<file path="src/rtl/perf_monitor_params.svh">
// Constants of the performance monitor: register numbers, field positions and encodings.
`ifndef PERF_MONITOR_PARAMS_SVH
`define PERF_MONITOR_PARAMS_SVH

// ****************************************************************
// Special register numbers (10-bit)
// ****************************************************************
`define SPR_USER_COUNTER1     10'h3A9
`define SPR_USER_COUNTER2     10'h3AA
`define SPR_USER_SAMPLED_ADDR 10'h3AB
`define SPR_USER_COUNTER3     10'h3AD
`define SPR_USER_COUNTER4     10'h3AE
`define SPR_MONITOR_CONTROL_0 10'h3B8
`define SPR_EVENT_COUNTER1    10'h3B9
`define SPR_EVENT_COUNTER2    10'h3BA
`define SPR_SAMPLED_ADDR      10'h3BB
`define SPR_MONITOR_CONTROL_1 10'h3BC
`define SPR_EVENT_COUNTER3    10'h3BD
`define SPR_EVENT_COUNTER4    10'h3BE

// ****************************************************************
// Field positions, big-endian bit n is little-endian bit 31-n
// ****************************************************************
`define MC0_FREEZE_BIT        31
`define MC0_COND_HI           31
`define MC0_COND_LO           27
`define MC0_COND_SUP_BIT      30
`define MC0_COND_USR_BIT      29
`define MC0_COND_MARK_BIT     28
`define MC0_COND_UNMARK_BIT   27
`define MC0_TB_SEL_HI         24
`define MC0_TB_SEL_LO         23
`define MC0_SEL1_HI           12
`define MC0_SEL1_LO           6
`define MC0_SEL2_HI           5
`define MC0_SEL2_LO           0
`define MC1_SEL3_HI           31
`define MC1_SEL3_LO           27
`define MC1_SEL4_HI           26
`define MC1_SEL4_LO           22
`define MSR_MARKED_BIT        2
`define MSR_USER_BIT          17

// ****************************************************************
// Reference event codes and reset values
// ****************************************************************
`define EV_HOLD               5'h00
`define EV_CYCLES             5'h01
`define EV_COMPLETED          5'h02
`define EV_TIMEBASE           5'h03
`define EV_DISPATCHED         5'h04
`define EV_THRESHOLD          7'h05
`define TB_BIT_SEL0           31
`define TB_BIT_SEL1           23
`define TB_BIT_SEL2           19
`define TB_BIT_SEL3           15
`define RESET_WORD            32'h0000_0000

`endif

</file>
<file path="src/rtl/perf_monitor_pkg.sv">
// Types of the performance monitor.
package perf_monitor_pkg;

   typedef enum logic [1:0] {
      SAMPLE_IDLE  = 2'b00,
      SAMPLE_ARMED = 2'b01,
      SAMPLE_HELD  = 2'b10
   } sample_state_t;

   typedef struct packed {
      logic [3:0][31:0] event_counters;
      logic [3:0][31:0] user_counter_mirrors;
      logic [31:0]      monitor_control_0;
      logic [31:0]      monitor_control_1;
      logic [31:0]      sampled_instr_addr;
      logic [31:0]      user_sampled_instr_addr;
      logic [31:0]      rd_data;
      logic             rd_valid;
      logic             monitor_irq;
      logic             tb_bit_prev;
      sample_state_t    sample_state;
   } monitor_state_t;

endpackage : perf_monitor_pkg

</file>
<file path="src/rtl/perf_monitor_counters.sv">
// Performance monitor: four event counters, control registers and sampled address.
`timescale 1ns/1ps
`default_nettype none
`include "perf_monitor_params.svh"

module perf_monitor_counters #(
   parameter int WIDTH = 32
) (
   input  wire logic              i_clk_sys,
   input  wire logic              i_sys_rst,
   input  wire logic              i_spr_wr,
   input  wire logic              i_spr_rd,
   input  wire logic [9:0]        i_spr_num,
   input  wire logic [WIDTH-1:0]  i_spr_wdata,
   input  wire logic              i_user_mode,
   input  wire logic [WIDTH-1:0]  i_machine_state_reg,
   input  wire logic [WIDTH-1:0]  i_timebase_low,
   input  wire logic [1:0]        i_completed_count,
   input  wire logic [1:0]        i_dispatched_count,
   input  wire logic [WIDTH-1:0]  i_last_completed_addr,
   input  wire logic              i_threshold_event,
   input  wire logic              i_threshold_head_of_queue,
   input  wire logic [WIDTH-1:0]  i_threshold_instr_addr,
   input  wire logic [3:0][1:0]   i_other_event_count,
   output logic [WIDTH-1:0]       o_spr_rdata,
   output logic                   o_spr_rd_valid,
   output logic                   o_monitor_irq,
   output logic [WIDTH-1:0]       o_sampled_instr_addr
);

   // ****************************************************************
   // Decode helpers
   // ****************************************************************

   // Supervisor-only numbers read as zero from user mode.
   function automatic logic is_user_visible(input logic [9:0] num);
      is_user_visible = (num == `SPR_USER_COUNTER1) || (num == `SPR_USER_COUNTER2)
                     || (num == `SPR_USER_COUNTER3) || (num == `SPR_USER_COUNTER4)
                     || (num == `SPR_USER_SAMPLED_ADDR);
   endfunction : is_user_visible

   function automatic logic [1:0] counter_index(input logic [9:0] num);
      case (num)
         `SPR_EVENT_COUNTER1, `SPR_USER_COUNTER1: counter_index = 2'd0;
         `SPR_EVENT_COUNTER2, `SPR_USER_COUNTER2: counter_index = 2'd1;
         `SPR_EVENT_COUNTER3, `SPR_USER_COUNTER3: counter_index = 2'd2;
         default:                                 counter_index = 2'd3;
      endcase
   endfunction : counter_index

   function automatic logic is_counter_spr(input logic [9:0] num);
      is_counter_spr = (num == `SPR_EVENT_COUNTER1) || (num == `SPR_EVENT_COUNTER2)
                    || (num == `SPR_EVENT_COUNTER3) || (num == `SPR_EVENT_COUNTER4);
   endfunction : is_counter_spr

   // Reference events are shared; code 5 on counter one is the threshold event.
   function automatic logic [2:0] ref_increment(
      input logic [6:0] code,
      input logic       tb_rise,
      input logic [1:0] other
   );
      case (code)
         {2'b00, `EV_HOLD}:       ref_increment = 3'd0;
         {2'b00, `EV_CYCLES}:     ref_increment = 3'd1;
         {2'b00, `EV_COMPLETED}:  ref_increment = {1'b0, i_completed_count};
         {2'b00, `EV_TIMEBASE}:   ref_increment = {2'b00, tb_rise};
         {2'b00, `EV_DISPATCHED}: ref_increment = {1'b0, i_dispatched_count};
         default:                 ref_increment = {1'b0, other};
      endcase
   endfunction : ref_increment

   // ****************************************************************
   // State
   // ****************************************************************
   perf_monitor_pkg::monitor_state_t st_r;
   perf_monitor_pkg::monitor_state_t st_nxt;

   logic             count_enable;
   logic             tb_bit;
   logic             tb_rise;
   logic [3:0][6:0]  sel;
   logic [3:0]       overflow;
   logic             thr_hit;
   logic [1:0]       idx;

   always_comb begin
      // Marked bit comes from machine state; user flag from the same register.
      logic marked;
      logic user;
      logic [4:0] cond;
      marked = i_machine_state_reg[`MSR_MARKED_BIT];
      user   = i_machine_state_reg[`MSR_USER_BIT];
      cond   = st_r.monitor_control_0[`MC0_COND_HI:`MC0_COND_LO];
      if (cond[4]) begin
         count_enable = 1'b0;
      end else if (cond == 5'h00) begin
         count_enable = 1'b1;
      end else begin
         // Each set bit excludes one state, so combinations give all sixteen modes.
         count_enable = !(st_r.monitor_control_0[`MC0_COND_SUP_BIT] && !user)
                     && !(st_r.monitor_control_0[`MC0_COND_USR_BIT] && user)
                     && !(st_r.monitor_control_0[`MC0_COND_MARK_BIT] && marked)
                     && !(st_r.monitor_control_0[`MC0_COND_UNMARK_BIT] && !marked);
      end
   end

   always_comb begin
      case (st_r.monitor_control_0[`MC0_TB_SEL_HI:`MC0_TB_SEL_LO])
         2'b00:   tb_bit = i_timebase_low[31 - `TB_BIT_SEL0];
         2'b01:   tb_bit = i_timebase_low[31 - `TB_BIT_SEL1];
         2'b10:   tb_bit = i_timebase_low[31 - `TB_BIT_SEL2];
         default: tb_bit = i_timebase_low[31 - `TB_BIT_SEL3];
      endcase
   end

   assign tb_rise = tb_bit && !st_r.tb_bit_prev;
   assign sel[0]  = st_r.monitor_control_0[`MC0_SEL1_HI:`MC0_SEL1_LO];
   assign sel[1]  = {1'b0, st_r.monitor_control_0[`MC0_SEL2_HI:`MC0_SEL2_LO]};
   assign sel[2]  = {2'b00, st_r.monitor_control_1[`MC1_SEL3_HI:`MC1_SEL3_LO]};
   assign sel[3]  = {2'b00, st_r.monitor_control_1[`MC1_SEL4_HI:`MC1_SEL4_LO]};
   // Only head-of-queue accesses qualify; misaligned, multiple and string forms are not
   // filtered, so their threshold counts may be inexact.
   assign thr_hit = (sel[0] == `EV_THRESHOLD) && i_threshold_event
                 && i_threshold_head_of_queue;
   assign idx     = counter_index(i_spr_num);

   // ****************************************************************
   // Next-state logic
   // ****************************************************************
   always_comb begin
      logic [WIDTH-1:0] sum;
      logic [2:0]       inc;
      logic             irq;
      st_nxt = st_r;
      sum = '0;
      inc = '0;
      irq = 1'b0;
      st_nxt.tb_bit_prev = tb_bit;
      for (int n = 0; n < 4; n++) begin
         inc = ref_increment(sel[n], tb_rise, i_other_event_count[n]);
         if (n == 0 && sel[0] == `EV_THRESHOLD) begin
            inc = {2'b00, thr_hit};
         end
         sum = st_r.event_counters[n] + {{(WIDTH-3){1'b0}}, inc};
         overflow[n] = sum[WIDTH-1] && !st_r.event_counters[n][WIDTH-1];
         if (count_enable) begin
            st_nxt.event_counters[n] = sum;
         end else begin
            overflow[n] = 1'b0;
         end
      end
      if (i_spr_wr && !i_user_mode) begin
         if (is_counter_spr(i_spr_num)) begin
            st_nxt.event_counters[idx] = i_spr_wdata;
         end
         if (i_spr_num == `SPR_MONITOR_CONTROL_0) begin
            st_nxt.monitor_control_0 = i_spr_wdata;
         end
         if (i_spr_num == `SPR_MONITOR_CONTROL_1) begin
            st_nxt.monitor_control_1 = i_spr_wdata;
         end
      end
      // The interrupt level follows any counter top bit.
      irq = 1'b0;
      for (int n = 0; n < 4; n++) begin
         irq = irq | st_nxt.event_counters[n][WIDTH-1];
      end
      st_nxt.monitor_irq = irq;
      // Sample once when a counter overflows by counting; hold until the interrupt condition falls.
      case (st_r.sample_state)
         perf_monitor_pkg::SAMPLE_IDLE: begin
            if (|overflow) begin
               st_nxt.sample_state = perf_monitor_pkg::SAMPLE_HELD;
               if (overflow[0] && thr_hit) begin
                  st_nxt.sampled_instr_addr = i_threshold_instr_addr;
               end else begin
                  st_nxt.sampled_instr_addr = i_last_completed_addr;
               end
            end
         end
         perf_monitor_pkg::SAMPLE_HELD: begin
            if (!irq) begin
               st_nxt.sample_state = perf_monitor_pkg::SAMPLE_IDLE;
            end
         end
         default: begin
            st_nxt.sample_state = perf_monitor_pkg::SAMPLE_IDLE;
         end
      endcase
      // A software write wins over a same-cycle sample.
      if (i_spr_wr && !i_user_mode && i_spr_num == `SPR_SAMPLED_ADDR) begin
         st_nxt.sampled_instr_addr = i_spr_wdata;
      end
      // Mirrors take the next value, so they change with the source edge.
      st_nxt.user_counter_mirrors    = st_nxt.event_counters;
      st_nxt.user_sampled_instr_addr = st_nxt.sampled_instr_addr;
      // Read port: one-cycle answer the edge after the request.
      st_nxt.rd_valid = i_spr_rd;
      st_nxt.rd_data  = '0;
      if (i_spr_rd && (!i_user_mode || is_user_visible(i_spr_num))) begin
         case (i_spr_num)
            `SPR_USER_COUNTER1, `SPR_USER_COUNTER2,
            `SPR_USER_COUNTER3, `SPR_USER_COUNTER4:
               st_nxt.rd_data = st_r.user_counter_mirrors[idx];
            `SPR_EVENT_COUNTER1, `SPR_EVENT_COUNTER2,
            `SPR_EVENT_COUNTER3, `SPR_EVENT_COUNTER4:
               st_nxt.rd_data = st_r.event_counters[idx];
            `SPR_USER_SAMPLED_ADDR: st_nxt.rd_data = st_r.user_sampled_instr_addr;
            `SPR_SAMPLED_ADDR:      st_nxt.rd_data = st_r.sampled_instr_addr;
            `SPR_MONITOR_CONTROL_0: st_nxt.rd_data = st_r.monitor_control_0;
            `SPR_MONITOR_CONTROL_1: st_nxt.rd_data = st_r.monitor_control_1;
            default:                st_nxt.rd_data = '0;
         endcase
      end
   end

   // ****************************************************************
   // State register
   // ****************************************************************
   always_ff @(posedge i_clk_sys) begin
      if (i_sys_rst) begin
         st_r <= '0;
      end else begin
         st_r <= st_nxt;
      end
   end

   assign o_spr_rdata          = st_r.rd_data;
   assign o_spr_rd_valid       = st_r.rd_valid;
   assign o_monitor_irq        = st_r.monitor_irq;
   assign o_sampled_instr_addr = st_r.sampled_instr_addr;

endmodule : perf_monitor_counters
`default_nettype wire

</file>
<file path="config.mk">
export PLATFORM = sky130hd
export DESIGN_NAME = perf_monitor_counters
export DESIGN_NICKNAME = d
export VERILOG_FILES = /design/src/rtl/perf_monitor_pkg.sv /design/src/rtl/perf_monitor_counters.sv
export VERILOG_INCLUDE_DIRS = /design/src /design/src/rtl
export SDC_FILE = /design/constraint.sdc
export NUM_CORES = 1
export LEC_CHECK = 0
export ABC_CLOCK_PERIOD_IN_PS = 4100
export BUFFER_PORTS_ARGS = -buffer_cell sky130_fd_sc_hd__buf_2
export CORE_MARGIN = 2
export CORE_UTILIZATION = 57
export CTS_CLUSTER_SIZE = 16
export DETAILED_ROUTE_END_ITERATION = 8
export PLACE_DENSITY = 0.81
export SETUP_SLACK_MARGIN = 0.2
export SLEW_MARGIN = 25
export SYNTH_ARGS = -nofsm -noshare
export SYNTH_HDL_FRONTEND = slang
export SYNTH_SLANG_ARGS = --single-unit
</file>
<file path="constraint.sdc">
create_clock -name i_clk_sys -period 4.1 [get_ports i_clk_sys]
set_input_delay 0.41 -clock i_clk_sys [delete_from_list [all_inputs] [get_ports i_clk_sys]]
set_output_delay 0.41 -clock i_clk_sys [all_outputs]
set_load 0.02 [all_outputs]
</file>
==> impl_metrics.yaml <==
setup_path:
  crit_type: "reg -> reg"
  critPathArrivalTime_ns: 4.32
  crit_required_ns: 4.55
  ff2ff_setup_slack_ns: 0.23
  critPathMaxFanout: 32
  timing.rr.start: "st_r[156]$_SDFFE_PP0P_"
  reg2regPathDepth: 18
  start_kind: "flip-flop"
  end_kind: "flip-flop"
  reg2reg_to: "st_r[48]$_SDFFE_PP0P_"
clock_tree:
  cts_buffer_depth: 3
  cts_sinks: 260
  cts_tree: "done"
  ctsHoldBuffers: 0
  htreeDepth: 1
  clk-insertion-delay-late_ns: 0.56
  clockRootBuffer: "clkbuf_16"
  cts_made_buffers: 27
  clkTransAtPathRegs_ns: 0.07
floorplan:
  die_area_um2: 25900
  core_area_um2: 24200
  ios: 255
  die_width_um: 161
  start_util: 0.580
  num_rows: 57
  die_h_um: 161
power_and_ir_drop:
  peakVddDrop_v: 0.000275
  p_per_area_nw_per_um2: 333
  p_leak_nw: 5.89
synth:
  synth_edf_count: 0
  synth_top_flop_cell: "dfxtp_1"
  yosysTopAreaCell: "dfxtp_1"
  async_reset_ff_frac: 0
  ys_seq_area_frac: 0.370
  postSynthAreaPerCell_um2: 8.03
  synth_top_area_share: 0.370
  syn-num-nets: 1957
  syn_area_um2: 14100
  ys_warn_count: 0
  synth_most_common_cell: "dfxtp_1"
  netlist_top_cells_count: "dfxtp_1, nand2_1, nor2_1"
  synthCells: 1752
  synth.distinct_cells: 63
  synth-seq-cells: 260
  synth.area.top_cells: "dfxtp_1, a211oi_1, nand2_1"
grt:
  antenna_found_initial: 0
  grt_max_degree: 111
  overflow: 0
  grt_pass1_vias: 13200
  grt_use_total: 0.340
  grt_pass1_wl_um: 71200
timing:
  rsz0062_at_grt: "yes"
  finalWorstSetupSlack_ns: 0.226
  hold_violations: 0
  skew_ns: 0.0296
  slew_violations: 0
  fin_tns_setup_ns: 0
  tightest_slew_ns: 0.985
  period_needed_ns: 3.87
  setup_viol: 0
  finalCritPeriodShare: 0.945
  fmax_ghz: 0.258
  maxSlewHeadroom: 0.343
worst_hold_path:
  whs_path_depth: 3
  min_from: "i_threshold_instr_addr[0]"
  hp-class: "in -> reg"
  min_to: "st_r[37]$_SDFFE_PP0P_"
drt:
  drt_iter0_markers: 2127
  wl_per_cell_um: 21.2
  drc: 0
  dr.pass1.iters: 8
  antenna_left: 0
  wl_um: 45900
  via_count: 14100
  avgViaCountPerCell: 6.50
status:
  outcome: "finished, final reports clean"
cells_and_area:
  syn2layout_area_growth_pct: 12.5
  post-route-util: 0.652
  fin_nets: 2030
  layout-drive-gt1-share: 0.172
  antennaDiodeCount: 0
  nFillCells: 2024
placed_design:
  post-dp-hpwl_um: 31200
  numPortBuffers: 196
  gp_congestion: 0.947
  dp_slack_ns: 0.274
job:
  cap_violations: 0
==> cell type report <==
cell class / instances / area, µm² / area share
Clock buffer: 36 / 749 / 0.0474
Clock inverter: 13 / 128 / 0.00807
Inverter: 26 / 97.6 / 0.00617
Multi-Input combinational cell: 1277 / 7880 / 0.498
Sequential cell: 260 / 5200 / 0.329
Tap cell: 324 / 405 / 0.0256
Timing Repair Buffer: 233 / 1350 / 0.0855
==> through the flow <==
step	area [µm²]	hold slack, ns	power, mW	cells
finish	15800	0.139	5.27	2169
global route	15800	0.154	5.38	2169
CTS	15700	0.134	5.27	2167
detailed placement	14900	0.444	2.85	2118
global placement	14900	0.437	2.85	2118
floorplan	14100	0.431	2.69	1752
==> state kept, by name (all words and copies together) (netlist names) <==
| signal | count |
|---|---|
| st_r | 203 |
| o_spr_rdata | 32 |
| o_monitor_irq | 1 |
| o_spr_rd_valid | 1 |
| sel | 23 |
==> cell families (layout without fill, tap and decap cells) <==
logic type | Yosys count | count (layout) | synth area share
AOI/OAI and AO/OA | 475 | 475 | 0.215
buffers and inverters | 215 | 308 | 0.0755
muxes | 70 | 70 | 0.0511
adders and majority gates | 16 | 16 | 0.0164
xor gates and xnor gates | 103 | 103 | 0.0642
and+or+nand+nor | 613 | 613 | 0.208
DFF | 260 | 260 | 0.370
==> report_power, final <==
group	switching [mW]	total [mW]	leakage [nW]	internal, mW
Sequential	0.000970	2.53	2.09	2.53
Clock	1.06	2.46	0.420	1.41
Combinational	0.189	0.278	3.38	0.0887
==> cells in the final DEF, fill, tap and decap left out, types with 7 or more instances in the layout <==
| cell | instances |
|---|---|
| a211oi_1 | 108 |
| a21oi_1 | 131 |
| a222oi_1 | 11 |
| a22oi_1 | 54 |
| a311oi_1 | 9 |
| and2_1 | 8 |
| and3_1 | 15 |
| and4_1 | 14 |
| buf_12 | 7 |
| buf_2 | 195 |
| buf_4 | 30 |
| clkbuf_16 | 27 |
| dfxtp_1 | 260 |
| ha_1 | 11 |
| inv_1 | 26 |
| mux2i_1 | 65 |
| nand2_1 | 213 |
| nand3_1 | 46 |
| nand4_1 | 34 |
| nor2_1 | 171 |
| nor2b_1 | 8 |
| nor3_1 | 26 |
| nor3_2 | 9 |
| nor4_1 | 10 |
| o21a_1 | 19 |
| o21ai_0 | 97 |
| o22ai_1 | 17 |
| or3_1 | 22 |
| xnor2_1 | 36 |
| xor2_1 | 67 |
==> how the worst max path moves through the flow <==
stage | from | endpoint | slack, ns | cells after the start
floorplan | i_timebase_low[16] | st_r[41]$_SDFFE_PP0P_ | 0.49 | 17
global placement | i_timebase_low[16] | st_r[53]$_SDFFE_PP0P_ | 0.35 | 19
detailed placement | sel[3]$_SDFFE_PP0P_ | st_r[50]$_SDFFE_PP0P_ | 0.27 | 17
CTS | sel[3]$_SDFFE_PP0P_ | st_r[48]$_SDFFE_PP0P_ | 0.20 | 17
global route | sel[3]$_SDFFE_PP0P_ | st_r[59]$_SDFFE_PP0P_ | 0.1 | 15
finish | st_r[156]$_SDFFE_PP0P_ | st_r[48]$_SDFFE_PP0P_ | 0.23 | 18
==> layer usage <==
| metal | track usage | vias to the layer above | wire, µm | share of wire |
|---|---|---|---|---|
| li1 | - | 6377 | - | - |
| met1 | 0.445 | 6649 | 17900 | 0.39 |
| met2 | 0.550 | 876 | 20900 | 0.46 |
| met3 | 0.0501 | 203 | 4570 | 0.099 |
| met4 | 0.176 | 0 | 2500 | 0.054 |
| met5 | 0 | - | 0 | 0 |
==> critical path: stages, from the launching register on <==
cell and delay [ns]:
dfxtp_1 0.39, mux4_2 0.52, nand2b_1 0.20, nand2_1 0.07, o21ai_0 0.11, a32oi_1 0.13, a21o_1 0.18, ha_1 0.22
a21oi_2 0.24, nor2_2 0.09, nand2_1 0.12, nor4_4 0.06, ha_2 0.21, nor4_1 0.28, or3_1 0.19, nor3b_2 0.26
buf_12 0.25, a22oi_1 0.11, o21ai_0 0.11
==> repair_timing <==
| action | CTS | global route |
|---|---|---|
| endpoints found under the setup margin | 0 | 38 |
| hold endpoints to repair | 0 | 0 |
| resized for setup | 0 | 9 |
| setup buffers | 0 | 1 |
Note: power is estimated with default switching activity, not from simulation.
